$ cat src/rtl/rhp_pkg.sv
/*
 * Shared constants and carrier types for the root hub port change-status
 * block: register offsets, field positions, reset values and bus answers.
 * Assumes a 32-bit AXI4-Lite register bus with byte addresses.
 */
package rhp_pkg;

	localparam int ADDR_W = 4;

	localparam logic [ADDR_W-1:0] OFS_PORT_STATUS = 4'h0;
	localparam logic [ADDR_W-1:0] OFS_INT_STATUS  = 4'h4;
	localparam logic [ADDR_W-1:0] OFS_INT_CLEAR   = 4'h8;
	localparam logic [ADDR_W-1:0] OFS_INT_ENABLE  = 4'hC;

	// Port status word, read side.
	localparam int BIT_CURRENT_CONNECT = 0;
	localparam int BIT_PORT_ENABLED    = 1;
	localparam int BIT_PORT_POWER_ON   = 8;
	localparam int BIT_LOW_SPEED       = 9;
	localparam int BIT_CONNECT_CHANGE  = 16;
	localparam int BIT_ENABLE_CHANGE   = 17;
	localparam int RSV_HI              = 15;
	localparam int RSV_LO              = 10;

	// Port status word, write side.
	localparam int BIT_PORT_DISABLE_CMD = 0;
	localparam int BIT_PORT_ENABLE_CMD  = 1;
	localparam int BIT_PORT_SUSPEND_CMD = 2;
	localparam int BIT_PORT_RESET_CMD   = 4;
	localparam int BIT_POWER_ON_CMD     = 8;
	localparam int BIT_POWER_OFF_CMD    = 9;

	// Interrupt status, clear and enable share this layout.
	localparam int INT_W              = 2;
	localparam int INT_CONNECT_CHANGE = 0;
	localparam int INT_ENABLE_CHANGE  = 1;

	localparam logic             RST_FLAG       = 1'h0;
	localparam logic             RST_POWER      = 1'h0;
	localparam logic [INT_W-1:0] RST_INT_ENABLE = 2'h0;

	localparam logic [1:0] RESP_OKAY   = 2'h0;
	localparam logic [1:0] RESP_SLVERR = 2'h2;

	localparam int SYNC_STAGES = 2;

	typedef struct packed {
		logic port_reset_cmd;
		logic port_suspend_cmd;
		logic port_enable_cmd;
		logic port_disable_cmd;
	} rhp_cmd_t;

	typedef struct packed {
		logic       valid;
		logic [1:0] resp;
	} rhp_bresp_t;

endpackage

$ cat src/rtl/rhp_port_status.sv
/*
 * Root hub port change-status register with AXI4-Lite access, port power
 * control, command pulses to the port logic and a level interrupt.
 * Assumes current connect, port enable, device-removable and root hub reset
 * completion come from logic on CLK; the low-speed line comes from a pin.
 */
// Overview of operation
// - Hardware clearing of port enable sets change flag.
// - Software-caused enable changes leave flag alone.
// - Write one clears change flags; zero ignored.
// - Connect or disconnect sets connect change flag.
// - Enable, suspend or reset commands while disconnected set connect change flag.
// - Non-removable device: flag only after hub reset while connected, or on a command while disconnected.
// - Bit 9 reads low-speed device attached.
// - Writing one to bit 9 removes port power.
// - Writing one to bit 8 applies port power.
`timescale 1ns/1ps
`default_nettype none

module rhp_port_status
	import rhp_pkg::*;
(
	input  wire logic                  CLK,
	input  wire logic                  ARST_N,
	input  wire logic                  CE,
	input  wire logic [rhp_pkg::ADDR_W-1:0] S_AXI_AWADDR,
	input  wire logic                  S_AXI_AWVALID,
	output var  logic                  S_AXI_AWREADY,
	input  wire logic [31:0]           S_AXI_WDATA,
	input  wire logic [3:0]            S_AXI_WSTRB,
	input  wire logic                  S_AXI_WVALID,
	output var  logic                  S_AXI_WREADY,
	output var  logic [1:0]            S_AXI_BRESP,
	output var  logic                  S_AXI_BVALID,
	input  wire logic                  S_AXI_BREADY,
	input  wire logic [rhp_pkg::ADDR_W-1:0] S_AXI_ARADDR,
	input  wire logic                  S_AXI_ARVALID,
	output var  logic                  S_AXI_ARREADY,
	output var  logic [31:0]           S_AXI_RDATA,
	output var  logic [1:0]            S_AXI_RRESP,
	output var  logic                  S_AXI_RVALID,
	input  wire logic                  S_AXI_RREADY,
	input  wire logic                  CURRENT_CONNECT,
	input  wire logic                  PORT_ENABLED,
	input  wire logic                  NONREMOVABLE_DEVICE_BIT,
	input  wire logic                  ROOT_HUB_RESET_DONE,
	input  wire logic                  LOW_SPEED_PIN,
	output var  logic                  PORT_POWER_ON,
	output var  rhp_pkg::rhp_cmd_t     PORT_CMD,
	output var  logic                  IRQ
);
	import rhp_pkg::*;

	logic [ADDR_W-1:0] aw_addr;
	logic [31:0]       w_data;
	logic [3:0]        w_strb;
	logic              aw_held;
	logic              w_held;
	rhp_bresp_t        b_out;
	logic              low_speed_attached;
	logic              connect_prev;
	logic              enabled_prev;
	logic              sw_disable_pending;
	logic              connect_change_flag;
	logic              port_enable_change_flag;
	logic              port_power_on;
	logic [INT_W-1:0]  int_status;
	logic [INT_W-1:0]  int_enable;
	logic              wr_do;
	logic              wr_status;
	logic              wr_int_clear;
	logic              wr_int_enable;
	logic              wr_mapped;
	logic [31:0]       wmask;
	logic              ar_fire;
	logic              enable_fall;
	logic              ena_chg;
	logic              conn_chg;
	logic              cmd_no_connect;
	logic              sw_disable;
	logic [31:0]       status_word;
	logic [31:0]       next_rdata;
	logic              next_rd_ok;
	logic [INT_W-1:0]  events;

	// The low-speed line is an asynchronous pin and is synchronised first.
	rhp_sync #(
		.WIDTH  (1),
		.STAGES (SYNC_STAGES)
	) u_ls_sync (
		.clk    (CLK),
		.arst_n (ARST_N),
		.ce     (CE),
		.din    (LOW_SPEED_PIN),
		.dout   (low_speed_attached)
	);

	// Write channel: address and data are taken in either order, and the
	// register write happens once both are held and no answer is pending.
	always_ff @(posedge CLK or negedge ARST_N) begin
		if (!ARST_N) begin
			aw_held       <= 1'b0;
			w_held        <= 1'b0;
			aw_addr       <= '0;
			w_data        <= '0;
			w_strb        <= '0;
			S_AXI_AWREADY <= 1'b1;
			S_AXI_WREADY  <= 1'b1;
			b_out         <= '0;
		end else if (CE) begin
			if (S_AXI_AWVALID && S_AXI_AWREADY) begin
				aw_held       <= 1'b1;
				aw_addr       <= S_AXI_AWADDR;
				S_AXI_AWREADY <= 1'b0;
			end
			if (S_AXI_WVALID && S_AXI_WREADY) begin
				w_held       <= 1'b1;
				w_data       <= S_AXI_WDATA;
				w_strb       <= S_AXI_WSTRB;
				S_AXI_WREADY <= 1'b0;
			end
			if (wr_do) begin
				b_out.valid <= 1'b1;
				b_out.resp  <= wr_mapped ? RESP_OKAY : RESP_SLVERR;
			end else if (b_out.valid && S_AXI_BREADY) begin
				b_out.valid   <= 1'b0;
				aw_held       <= 1'b0;
				w_held        <= 1'b0;
				S_AXI_AWREADY <= 1'b1;
				S_AXI_WREADY  <= 1'b1;
			end
		end
	end

	assign S_AXI_BVALID = b_out.valid;
	assign S_AXI_BRESP  = b_out.resp;

	always_comb begin
		wr_do         = aw_held && w_held && !b_out.valid;
		wr_status     = wr_do && (aw_addr == OFS_PORT_STATUS);
		wr_int_clear  = wr_do && (aw_addr == OFS_INT_CLEAR);
		wr_int_enable = wr_do && (aw_addr == OFS_INT_ENABLE);
		wr_mapped     = wr_status || wr_int_clear || wr_int_enable ||
			(aw_addr == OFS_INT_STATUS);
		for (int i = 0; i < 32; i++)
			wmask[i] = w_data[i] && w_strb[i/8];
	end

	// Change detection on the port signals that other logic owns.
	always_comb begin
		enable_fall    = enabled_prev && !PORT_ENABLED;
		ena_chg        = enable_fall && !sw_disable_pending;
		cmd_no_connect = wr_status && !CURRENT_CONNECT &&
			(wmask[BIT_PORT_RESET_CMD] || wmask[BIT_PORT_ENABLE_CMD] ||
			wmask[BIT_PORT_SUSPEND_CMD]);
		conn_chg = (!NONREMOVABLE_DEVICE_BIT &&
			(connect_prev != CURRENT_CONNECT)) ||
			(NONREMOVABLE_DEVICE_BIT && ROOT_HUB_RESET_DONE &&
			CURRENT_CONNECT) ||
			cmd_no_connect;
		sw_disable = wr_status && (wmask[BIT_PORT_DISABLE_CMD] ||
			wmask[BIT_POWER_OFF_CMD]);
		events = '0;
		events[INT_CONNECT_CHANGE] = conn_chg;
		events[INT_ENABLE_CHANGE]  = ena_chg;
	end

	always_ff @(posedge CLK or negedge ARST_N) begin
		if (!ARST_N) begin
			connect_prev <= 1'b0;
			enabled_prev <= 1'b0;
		end else if (CE) begin
			connect_prev <= CURRENT_CONNECT;
			enabled_prev <= PORT_ENABLED;
		end
	end

	// A fall of the enable that follows a software disable or power-off
	// belongs to software; the mark lasts until the enable is seen low.
	always_ff @(posedge CLK or negedge ARST_N) begin
		if (!ARST_N)
			sw_disable_pending <= 1'b0;
		else if (CE) begin
			if (!PORT_ENABLED)
				sw_disable_pending <= 1'b0;
			else if (sw_disable)
				sw_disable_pending <= 1'b1;
		end
	end

	// Setting wins over a write-one clear in the same cycle.
	always_ff @(posedge CLK or negedge ARST_N) begin
		if (!ARST_N) begin
			connect_change_flag     <= RST_FLAG;
			port_enable_change_flag <= RST_FLAG;
		end else if (CE) begin
			connect_change_flag <= conn_chg || (connect_change_flag &&
				!(wr_status && wmask[BIT_CONNECT_CHANGE]));
			port_enable_change_flag <= ena_chg ||
				(port_enable_change_flag &&
				!(wr_status && wmask[BIT_ENABLE_CHANGE]));
		end
	end

	// Power-off wins when both power bits are written as one.
	always_ff @(posedge CLK or negedge ARST_N) begin
		if (!ARST_N)
			port_power_on <= RST_POWER;
		else if (CE && wr_status) begin
			if (wmask[BIT_POWER_OFF_CMD])
				port_power_on <= 1'b0;
			else if (wmask[BIT_POWER_ON_CMD])
				port_power_on <= 1'b1;
		end
	end

	assign PORT_POWER_ON = port_power_on;

	// Port commands are one-cycle pulses; ones that need a device are
	// withheld while nothing is connected.
	always_ff @(posedge CLK or negedge ARST_N) begin
		if (!ARST_N)
			PORT_CMD <= '0;
		else if (CE) begin
			PORT_CMD.port_disable_cmd <= wr_status &&
				wmask[BIT_PORT_DISABLE_CMD];
			PORT_CMD.port_enable_cmd  <= wr_status && CURRENT_CONNECT &&
				wmask[BIT_PORT_ENABLE_CMD];
			PORT_CMD.port_suspend_cmd <= wr_status && CURRENT_CONNECT &&
				wmask[BIT_PORT_SUSPEND_CMD];
			PORT_CMD.port_reset_cmd   <= wr_status && CURRENT_CONNECT &&
				wmask[BIT_PORT_RESET_CMD];
		end
	end

	always_ff @(posedge CLK or negedge ARST_N) begin
		if (!ARST_N) begin
			int_status <= '0;
			int_enable <= RST_INT_ENABLE;
			IRQ        <= 1'b0;
		end else if (CE) begin
			int_status <= events | (int_status &
				~(wr_int_clear ? wmask[INT_W-1:0] : '0));
			if (wr_int_enable)
				int_enable <= wmask[INT_W-1:0];
			IRQ <= |(int_status & int_enable);
		end
	end

	// Read channel answers one cycle after the address is taken.
	always_comb begin
		ar_fire     = S_AXI_ARVALID && S_AXI_ARREADY;
		status_word = '0;
		status_word[BIT_CURRENT_CONNECT] = CURRENT_CONNECT;
		status_word[BIT_PORT_ENABLED]    = PORT_ENABLED;
		status_word[BIT_PORT_POWER_ON]   = port_power_on;
		status_word[BIT_LOW_SPEED]       = low_speed_attached;
		status_word[BIT_CONNECT_CHANGE]  = connect_change_flag;
		status_word[BIT_ENABLE_CHANGE]   = port_enable_change_flag;
		next_rdata = '0;
		next_rd_ok = 1'b1;
		case (S_AXI_ARADDR)
			OFS_PORT_STATUS: next_rdata = status_word;
			OFS_INT_STATUS:  next_rdata[INT_W-1:0] = int_status;
			OFS_INT_CLEAR:   next_rdata = '0;
			OFS_INT_ENABLE:  next_rdata[INT_W-1:0] = int_enable;
			default:         next_rd_ok = 1'b0;
		endcase
	end

	always_ff @(posedge CLK or negedge ARST_N) begin
		if (!ARST_N) begin
			S_AXI_ARREADY <= 1'b1;
			S_AXI_RVALID  <= 1'b0;
			S_AXI_RDATA   <= '0;
			S_AXI_RRESP   <= RESP_OKAY;
		end else if (CE) begin
			if (ar_fire) begin
				S_AXI_ARREADY <= 1'b0;
				S_AXI_RVALID  <= 1'b1;
				S_AXI_RDATA   <= next_rdata;
				S_AXI_RRESP   <= next_rd_ok ? RESP_OKAY : RESP_SLVERR;
			end else if (S_AXI_RVALID && S_AXI_RREADY) begin
				S_AXI_RVALID  <= 1'b0;
				S_AXI_ARREADY <= 1'b1;
			end
		end
	end
endmodule // rhp_port_status

`default_nettype wire

$ cat src/rtl/rhp_sync.sv
/*
 * Multi-stage level synchroniser for inputs that arrive from outside the
 * clock domain. Assumes each bit is an independent level.
 */
`timescale 1ns/1ps
`default_nettype none

module rhp_sync #(
	parameter int WIDTH  = 1,
	parameter int STAGES = 2
) (
	input  wire logic             clk,
	input  wire logic             arst_n,
	input  wire logic             ce,
	input  wire logic [WIDTH-1:0] din,
	output var  logic [WIDTH-1:0] dout
);
	logic [STAGES-1:0][WIDTH-1:0] chain;

	initial begin
		if (WIDTH < 1 || STAGES < 2)
			$error("rhp_sync needs WIDTH >= 1 and STAGES >= 2.");
	end

	// Only the next stage reads each stage, so metastability stays inside.
	always_ff @(posedge clk or negedge arst_n) begin
		if (!arst_n)
			chain <= '0;
		else if (ce)
			chain <= {chain[STAGES-2:0], din};
	end

	assign dout = chain[STAGES-1];
endmodule // rhp_sync

`default_nettype wire

$ cat config.mk
export PLATFORM = sky130hd
export DESIGN_NAME = rhp_port_status
export DESIGN_NICKNAME = d
export VERILOG_FILES = /design/src/rtl/rhp_pkg.sv /design/src/rtl/rhp_port_status.sv /design/src/rtl/rhp_sync.sv
export SDC_FILE = /design/constraint.sdc
export NUM_CORES = 1
export LEC_CHECK = 0
export BUFFER_PORTS_ARGS = -buffer_cell sky130_fd_sc_hd__buf_2
export CORE_ASPECT_RATIO = 0.9
export CORE_MARGIN = 2
export CORE_UTILIZATION = 40
export DETAILED_ROUTE_END_ITERATION = 12
export PLACE_DENSITY = 0.72
export SLEW_MARGIN = 40
export SYNTH_ARGS = -nofsm -noshare
export SYNTH_HDL_FRONTEND = slang
export SYNTH_SLANG_ARGS = --single-unit
$ cat constraint.sdc
create_clock -name CLK -period 2.05 [get_ports CLK]
set_input_delay 0.1025 -clock CLK [delete_from_list [all_inputs] [get_ports CLK]]
set_output_delay 0.1025 -clock CLK [all_outputs]
set_load 0.01 [all_outputs]
==> results of run 1 <==
==> per-layer routing <==
| metal | track usage, % | vias up |
|---|---|---|
| met3 | 3.56 | 7 |
| met1 | 18.4 | 711 |
| met2 | 23.1 | 53 |
| met5 | 0 | - |
| li1 | - | 718 |
| met4 | 6.03 | 0 |
==> area by class of cell <==
cell class	count	area, µm²	area share, %
clock buffer	6	82.6	3.33
clock inverter	1	5.00	0.202
inverter	3	11.3	0.454
multi-input combinational	134	835	33.7
sequential	47	1180	47.6
tap	67	83.8	3.38
timing repair buffer	54	283	11.4
==> power groups by stage <==
stage | Sequential [W] | Combinational [W] | Clock, W
after CTS | 0.00138 | 0.000552 | 0.000567
after floorplan | 0.00136 | 0.000410 | 0
final | 0.00138 | 0.000542 | 0.000548
after global routing | 0.00141 | 0.000610 | 0.000612
after detailed placement | 0.00139 | 0.000549 | 0
after global placement | 0.00138 | 0.000530 | 0
==> cells in the final DEF, fill, tap and decap left out, types with 4 or more instances in the layout <==
cell,instances
buf_2,50
dfrtp_1,44
nand2_1,28
conb_1,28
mux2_2,21
o21ai_0,10
nor2_1,7
nand3_1,6
clkbuf_8,6
a22o_1,4
==> flip-flops by register name, summed over array words and instances, names as in the netlist, 2 cells and up <==
name / count
PORT_CMD: 4
S_AXI_RDATA: 6
aw_addr: 4
int_enable: 2
int_status: 2
w_data: 8
w_strb: 3
==> final timing paths <==
kind                                  end         start  cells after the start
min in group asynchronous       w_data[9]        ARST_N                      3
hold reg to reg              S_AXI_WREADY  S_AXI_WREADY                      2
setup / recovery              PORT_CMD[1]    aw_addr[1]                      4
setup reg to reg              PORT_CMD[1]    aw_addr[1]                      4
hold / removal               S_AXI_WREADY  S_AXI_WVALID                      4
max in group asynchronous  S_AXI_RDATA[0]        ARST_N                      3
==> kinds of logic (layout without fill, tap and decap cells) <==
family          Yosys count  in the layout  synth area share, %
simple gates             54             54                 12.9
compound gates           31             31                 9.97
other cells               1             28                0.174
mux                      21             21                 11.0
buf+inv                  35             64                 11.4
flops                    47             47                 54.7
==> per-stage QoR <==
step | instances | utilization (%) | worst slack (ps) | cell area, µm² | total power [W]
6_report | 312 | 47.5 | 483 | 2480 | 0.00247
2_1_floorplan | 216 | - | 611 | 2260 | 0.00177
4_1_cts | 312 | 47.5 | 480 | 2480 | 0.00250
3_3_place_gp | 304 | 45.6 | 523 | 2380 | 0.00191
5_1_grt | 312 | 47.5 | 305 | 2480 | 0.00264
3_5_place_dp | 304 | 45.6 | 501 | 2380 | 0.00194
==> synthesized netlist by cell type, drive strengths merged, types with 2 or more instances <==
library cell	n	area (µm²)
a21boi	2	15.0
a21oi	2	10.0
a22o	7	65.1
a22oi	3	22.5
a31oi	2	12.5
buf	30	226
clkbuf	2	7.51
dfrtp	44	1100
dfstp	3	78.8
inv	3	11.3
mux2	21	236
nand2	28	105
nand3	6	30.0
nand4b	3	26.3
nor2	8	37.5
o21ai	11	55.1
==> worst max-delay path, stage by stage (launching register included) <==
cell and delay [ps]:
dfrtp_1 410, or4_4 590, nor2_4 180, and3_4 220, a22o_2 120
==> what timing repair did <==
item	CTS	global route
hold buffers	1	0
endpoints found under the setup margin	0	0
gates resized for setup	0	0
hold endpoints to repair	44	0
==> summary.md, run 1 <==
| Metric | Value |
|---|---|
| Outcome | `complete, no violations` |
| Seq pwr share | `a little under three fifths` |
| # diodes | `0` |
| Hpwl dp | `between 3000 and 4000 µm` |
| EDFF count, synth | `0` |
| Post-CTS setup buffers | `0` |
| Die width | `between 80 and 90 µm` |
| Top sig layer | `met4` |
| Sequential area share after synthesis | `54.7%` |
| TNS Setup | `0 ps` |
| GP Congestion | `about 0.82` |
| Die Span Y | `73.7 µm` |
| Mapped Avg Cell Area | `11.4 µm²` |
| Vias in the first global route | `between 1,000 and 1,500` |
| Initial antenna violation count | `0` |
| Routed WL | `4050 µm` |
| Synth-to-Final Area Change | `14.9%` |
| IO buf count | `50` |
| Unrepaired setup endpoints after global routing | `no` |
| Psw | `between 0.0007 and 0.0008 W` |
| Reg clk slew, reported paths | `80 ps` |
| Worst hold path type | `in -> reg` |
| Sw frac | `just over 30%` |
| Distinct cells, synth | `35` |
| CP Launch Type | `flop` |
| Vias after detailed routing | `1,489` |
| Power density over the cells | `~1000 mW/mm²` |
| Drt drc | `0` |
| Starting Density | `41.3%` |
| Static Leak | `about 1.2 nW` |
| Maximum clock path buffer count | `2` |
| Synthesized flop and latch total | `47` |
| CTS sink count | `47` |
| Comb pwr share | `between 20% and 30%` |
| Core area | `0.00522 mm²` |
| Mapped cell area | `between 0.002 and 0.0025 mm²` |
| Max Fclk | `about 0.64 GHz` |
| Worst Path Required | `roughly 2300 ps` |
| Ys flop type | `dfrtp_1` |
| # rows | `25` |
| Synth Instances | `189` |
| Async S/R FF share, synth | `100%` |
| Drt pass-1 iters | `4` |
| Clock network latency to the later pin of the worst-skew pair | `300 ps` |
| Fill cells | `516` |
| Die ar. | `0.00600 mm²` |
| Max Cap Violations | `0` |
| Crit share post-route | `76.4%` |
| R2R Setup Slk | `480 ps` |
| Inserted Clock Buffers | `5` |
| Share of cells above drive strength 1 | `a little under two fifths` |
| H-tree lvl count | `2` |
| Mean number of vias per cell | `4.77` |
| DR WL/cell | `approximately 13 µm` |
| Drt initial violations | `32` |
| Clock power frac | `approximately 22%` |
| CTS tree | `done` |
| Met2 wire length | `1910 µm` |
| Tightest Pin Transition | `590 ps` |
| Final hold vios | `0` |
| Fin. max-slew vios | `0` |
| Count of final setup violators | `0` |
| First-pass GRT wire length | `about 6400 µm` |
| Pin count of the biggest net entering global routing | `48` |
| Antenna Nets Post-Route | `0` |
| CP Max Fanout | `6` |
| Post-route minimum period | `1570 ps` |
| CP endpoint kind | `flop` |
| Critical path type | `reg -> reg` |
| Boundary pin count | `approximately 100` |
| Residual overflow from global routing | `0` |
| VDD IR max | `between 0.4 and 0.5 mV` |
| Root Driver | `clkbuf_8` |
| Met1 wire length | `1820 µm` |
| Worst Path Arrival | `around 1800 ps` |
| Max_slew headroom | `60.7%` |
| Int Pwr | `~0.0017 W` |
| Synth warnings | `0` |
| Layout Skew | `about 7.8 ps` |
| Worst hold slack | `roughly 30 ps` |
| NumNets Final | `302` |
| Met3 wire length | `264 µm` |
| Gr usage total | `about 14%` |
(Power assumes the default switching activity.)
==> run 2, diff against run 1 <==
==> constraint.sdc (replaced) <==
create_clock -name CLK -period 1.5 [get_ports CLK]
set_input_delay 0.075 -clock CLK [delete_from_list [all_inputs] [get_ports CLK]]
set_output_delay 0.075 -clock CLK [all_outputs]
set_load 0.01 [all_outputs]
==> run 2 against run 1 <==
Against the previous run: the run now ends with setup timing left; die area stayed put; first-iteration DRC count grew 110%; flip-flop and latch count stayed put; highest routed layer unchanged; critical endpoint is now PORT_CMD[3].
==> summary.md, run 2 (synthesis gave the netlist of run 1 again) <==
| Metric | Value |
|---|---|
| Most flops, register | `w_data` |
| Drt initial violations | `67` |
| Boundary pin count | `between 100 and 150` |
| Worst reg2reg path startpoint | `aw_addr[1]` |
| Mean number of vias per cell | `4.60` |
| Fill cells | `493` |
| Unrepaired setup endpoints after global routing | `yes` |
| Hpwl dp | `3140 µm` |
| Most frequent cells in the layout | `buf_2, dfrtp_1, nand2_1, conb_1, mux2_2` |
| CP endpoint kind | `flop` |
| Largest regs | `w_data x8, S_AXI_RDATA x6` |
| # diodes | `0` |
| Failing checks | `setup timing` |
| Residual overflow from global routing | `0` |
| Outcome | `finished with violations` |
| R2R Setup Slk | `-20 ps` |
| Worst Path Arrival | `1770 ps` |
| Power density over the cells | `~1400 mW/mm²` |
| IO buf count | `50` |
| Max FFs per register | `8` |
| Gr usage total | `14.1%` |
| Antenna Nets Post-Route | `0` |
| Vias in the first global route | `1,387` |
| Non-Filler Instances | `329` |
| Max Cap Violations | `0` |
| Worst Path Required | `1740 ps` |
| # rows | `25` |
| VDD IR max | `0.759 mV` |
| Commonest non-fill, non-tap cell in the layout | `buf_2` |
| CP Launch Type | `flop` |
| Drt drc | `0` |
| DR WL/cell | `12.4 µm` |
| Share of cells above drive strength 1 | `38.2%` |
| Crit share post-route | `101%` |
| Worst hold path type | `in -> reg` |
| Vias after detailed routing | `1,513` |
| Die Span Y | `73.7 µm` |
| Count of final setup violators | `3` |
| Fin. max-slew vios | `0` |
| Placed Instances | `about 310` |
| Pin count of the biggest net entering global routing | `48` |
| Maximum clock path buffer count | `2` |
| First-pass GRT wire length | `6350 µm` |
| Die width | `between 80 and 90 µm` |
| H-tree lvl count | `2` |
| Place WS | `-11.8 ps` |
| Static Leak | `1.33 nW` |
| CTS sink count | `47` |
| Core Util, Final | `51.4%` |
| Setup WS post-layout | `-22.3 ps` |
| Max Fclk | `0.657 GHz` |
| Synth-to-Final Area Change | `24.3%` |
| Power consumption | `0.00371 W` |
| Drt pass-1 iters | `4` |
| Critical path type | `reg -> reg` |
| Crit path to | `PORT_CMD[3]` |
| Root Driver | `clkbuf_8` |
| R2R cell count | `4` |
| Routed WL | `4080 µm` |
| Layout Skew | `9.27 ps` |
| Reg clk slew, reported paths | `90 ps` |
| Initial antenna violation count | `0` |
| Clock network latency to the later pin of the worst-skew pair | `290 ps` |
| Core area | `roughly 0.0052 mm²` |
| NumNets Final | `318` |
| Starting Density | `41.3%` |
| Multi-input logic area | `850 µm²` |
| CP Max Fanout | `5` |
| RR Endpoint | `PORT_CMD[3]` |
| Post-route minimum period | `~1500 ps` |
| Die ar. | `0.00600 mm²` |
| Crit. Startpoint | `aw_addr[1]` |
| Post-CTS setup buffers | `0` |
| Sequential Area | `0.00118 mm²` |
| Final hold vios | `0` |
| Inserted Clock Buffers | `5` |
| CTS tree | `done` |
| GP Congestion | `0.807` |
-- run 2: report_power, final --
group	switching (W)	internal, W
Combinational	0.000414	0.000474
Clock	0.000417	0.000548
Sequential	0.000248	0.00161
Total	0.00108	0.00263
-- run 2: stage by stage --
| stage | hold WS, ps | TNS [ps] | area [µm²] |
|---|---|---|---|
| CTS | 0.452 | -120 | 2650 |
| floorplan | -221 | 0 | 2260 |
| global route | 3.90 | -196 | 2680 |
| global placement | 73.6 | -13.2 | 2450 |
| finish | 13.6 | -65.1 | 2680 |
| detailed placement | 78.6 | -23.3 | 2450 |
-- run 2: worst min-delay path by stage --
stage	startpoint	end	cells after the start
6_report	S_AXI_WDATA[4]	w_data[4]	2
5_1_grt	LOW_SPEED_PIN	u_ls_sync.chain[0]	2
4_1_cts	S_AXI_WDATA[8]	w_data[8]	2
3_5_place_dp	ARST_N	aw_addr[2]	2
3_3_place_gp	ARST_N	aw_addr[3]	2
2_1_floorplan	ARST_N	IRQ	0
-- run 2: repair_timing --
action | 4_1_cts | 5_1_grt
endpoints found under the setup margin | 5 | 6
pin swaps | 0 | 1
hold buffers | 8 | 2
endpoints found under the hold margin | 53 | 2
gates resized for setup | 0 | 2
-- run 2: per-layer routing --
layer	GRT usage [%]	wire length [µm]
met5	0	0
met4	3.20	18
met2	22.7	1990
met3	4.91	283
met1	18.4	1780
-- run 2: worst max-delay path, stage by stage (launching register included) --
cell,delay (ps)
dfrtp_1,380
or4_4,590
nor2_4,170
and3_4,210
a22o_2,120
-- run 2: final cells by class --
cell class,instances,share of cell area (%)
flip-flops and latches,47,44.0
multi-input cells,134,31.7
repair buffers,70,16.3
well taps,67,3.12
clock buffers,6,3.08
clock inverters,2,1.45
inverters,3,0.420
==> run 3, diff against run 2 <==
--- a/config.mk
+++ b/config.mk
@@ -5,12 +5,14 @@
 export SDC_FILE = /design/constraint.sdc
 export NUM_CORES = 1
 export LEC_CHECK = 0
+export ABC_CLOCK_PERIOD_IN_PS = 1350
 export BUFFER_PORTS_ARGS = -buffer_cell sky130_fd_sc_hd__buf_2
 export CORE_ASPECT_RATIO = 0.9
 export CORE_MARGIN = 2
 export CORE_UTILIZATION = 40
 export DETAILED_ROUTE_END_ITERATION = 12
-export PLACE_DENSITY = 0.72
+export HOLD_SLACK_MARGIN = 0.06
+export PLACE_DENSITY = 0.75
 export SLEW_MARGIN = 40
 export SYNTH_ARGS = -nofsm -noshare
 export SYNTH_HDL_FRONTEND = slang
==> constraint.sdc (replaced) <==
create_clock -name CLK -period 1.35 [get_ports CLK]
set_input_delay 0.0675 -clock CLK [delete_from_list [all_inputs] [get_ports CLK]]
set_output_delay 0.0675 -clock CLK [all_outputs]
set_load 0.01 [all_outputs]
==> run 3 against run 2 <==
Against the previous run: the flow still finishes with violations (setup timing); first-iteration DRC count is 55% higher; non-clock buffer count rose by 17; maximum frequency barely moved; clock power decreased by 12%; core utilization increased by 2.7 points; clock skew shrank 4.1 ps; global-route usage increased by 1.9 points; cell area is 5.2% higher.
==> summary.md, run 3 (synthesis gave the netlist of run 1 again) <==
| Metric | Value |
|---|---|
| Commonest non-fill, non-tap cell in the layout | `buf_2` |
| Static Leak | `about 1.4 nW` |
| Die Span Y | `73.7 µm` |
| CP max stage delay | `590 ps` |
| Max Fclk | `0.657 GHz` |
| Largest regs | `w_data x8, S_AXI_RDATA x6` |
| Drt initial violations | `roughly 100` |
| Routed WL | `4400 µm` |
| Maximum clock path buffer count | `2` |
| Crit share post-route | `113%` |
| Power density over the cells | `approximately 1400 mW/mm²` |
| DP Area | `0.00246 mm²` |
| CTS sink count | `47` |
| Fin. max-slew vios | `0` |
| CP Max Fanout | `5` |
| NumNets Final | `335` |
| Failing checks | `setup timing` |
| Reg clk slew, reported paths | `80 ps` |
| Most flops, register | `w_data` |
| Place WS | `-200 ps` |
| Final hold vios | `0` |
| Worst reg2reg path startpoint | `aw_addr[3]` |
| Inserted Clock Buffers | `5` |
| Count of final setup violators | `9` |
| Drt drc | `0` |
| Residual overflow from global routing | `0` |
| Worst hold path type | `in -> reg` |
| Die width | `81.4 µm` |
| Setup WS post-layout | `-171 ps` |
| Die ar. | `0.00600 mm²` |
| RR Endpoint | `PORT_CMD[3]` |
| Power consumption | `0.00399 W` |
| Max FFs per register | `8` |
| Worst path depth | `4` |
| # diodes | `0` |
| Mean number of vias per cell | `about 4.8` |
| Crit path to | `PORT_CMD[3]` |
| Outcome | `finished with violations` |
| Worst Path Required | `1590 ps` |
| H-tree lvl count | `2` |
| Cell chain of the critical path | `or4_4 -> nor2_4 -> and3_4 -> a22o_2` |
| Vias after detailed routing | `1,644` |
| CP endpoint kind | `flop` |
| Buf/Inv on CP | `0` |
| Critical Path Slowest Stage Cell | `or4_4` |
| CP Launch Type | `flop` |
| Drt pass-1 iters | `4` |
| DR WL/cell | `12.7 µm` |
| Design Area, Final | `0.00282 mm²` |
| R2R Setup Slk | `-170 ps` |
| Share of cells above drive strength 1 | `between 30% and 40%` |
| R2R cell count | `4` |
| Hpwl dp | `3320 µm` |
| Vias in the first global route | `1,518` |
| Fill cells | `492` |
| Gr usage total | `16.0%` |
| # rows | `25` |
| IO buf count | `50` |
| Clock network latency to the later pin of the worst-skew pair | `300 ps` |
| First-pass GRT wire length | `7070 µm` |
| Worst Path Arrival | `between 1500 and 2000 ps` |
| Layout Skew | `5.12 ps` |
| Unrepaired setup endpoints after global routing | `yes` |
| Pin count of the biggest net entering global routing | `27` |
| Post-route minimum period | `1520 ps` |
| GP Congestion | `0.821` |
| Root Driver | `clkbuf_8` |
| Synth-to-Final Area Change | `30.8%` |
| Most frequent cells in the layout | `buf_2, dfrtp_1, nand2_1, conb_1, dlygate4sd3_1` |
| Max Cap Violations | `0` |
| Starting Density | `between 40% and 50%` |
| VDD IR max | `0.529 mV` |
| Crit. Startpoint | `aw_addr[3]` |
| Boundary pin count | `roughly 100` |
| Worst hold slack | `83.4 ps` |
| Critical path type | `reg -> reg` |
| Crit path max-delay family | `simple AND/OR/NAND/NOR gates` |
| Tightest Pin Transition | `514 ps` |
| Max_slew headroom | `65.7%` |
| Antenna Nets Post-Route | `0` |
| CTS tree | `done` |
| Initial antenna violation count | `0` |
| Core area | `0.00522 mm²` |
-- run 3: cell types whose count changed in the layout (fill, tap and decap cells not counted), sizes merged --
cell         delta
buf             +4
clkbuf          +1
bufinv          -1
clkinv          +1
inv             -1
dlygate4sd3    +13
-- run 3: worst register-to-register path, stage by stage, from the launching register on --
cell and delay, ps:
dfrtp_1 390, or4_4 590, nor2_4 160, and3_4 210
a22o_2 120
-- run 3: area by class of cell --
type / count / area, µm² / share of cell area, %
multi-input combinational: 134 / 858 / 30.4
tap: 67 / 83.8 / 2.97
clock buffer: 7 / 86.3 / 3.06
inverter: 3 / 11.3 / 0.399
timing repair buffer: 87 / 598 / 21.2
clock inverter: 1 / 5.00 / 0.177
sequential: 47 / 1180 / 41.8
-- run 3: timing repair --
action                                  4_1_cts  5_1_grt
hold endpoints to repair                     40        0
gates resized for setup                       3        1
setup buffers                                 1        1
pin swaps                                     4        1
hold buffers                                 23        0
endpoints found under the setup margin        8        9
gates cloned                                  0        0
-- run 3: per-layer routing --
layer	GRT usage (%)	vias to the layer above	share of wire, %
met5	0	-	0
met4	5.08	0	1.3
met3	4.91	7	7.0
met2	26.6	67	48
met1	19.8	786	44
li1	-	784	-
-- run 3: how the worst min path moves through the flow --
stage / startpoint / to / depth (start not counted)
final: S_AXI_ARADDR[0] / S_AXI_RRESP[1] / 3
after global routing: S_AXI_ARADDR[0] / S_AXI_RRESP[1] / 3
after CTS: S_AXI_ARADDR[0] / S_AXI_RRESP[1] / 3
after detailed placement: ARST_N / S_AXI_RDATA[17] / 1
after global placement: ARST_N / S_AXI_RDATA[9] / 1
after floorplan: ARST_N / IRQ / 0
-- run 3: through the flow --
step | cells | util [%] | TNS [ps]
global placement | 313 | 47.1 | -586
global route | 346 | 54.0 | -1800
finish | 346 | 54.0 | -1290
CTS | 345 | 53.8 | -1050
floorplan | 216 | - | -388
detailed placement | 313 | 47.1 | -921
-- run 3: power by group --
part | internal (W) | switching, W | total, W
sequential | 0.00179 | 0.000286 | 0.00207
clock | 0.000413 | 0.000437 | 0.000850
combinational | 0.000584 | 0.000487 | 0.00107
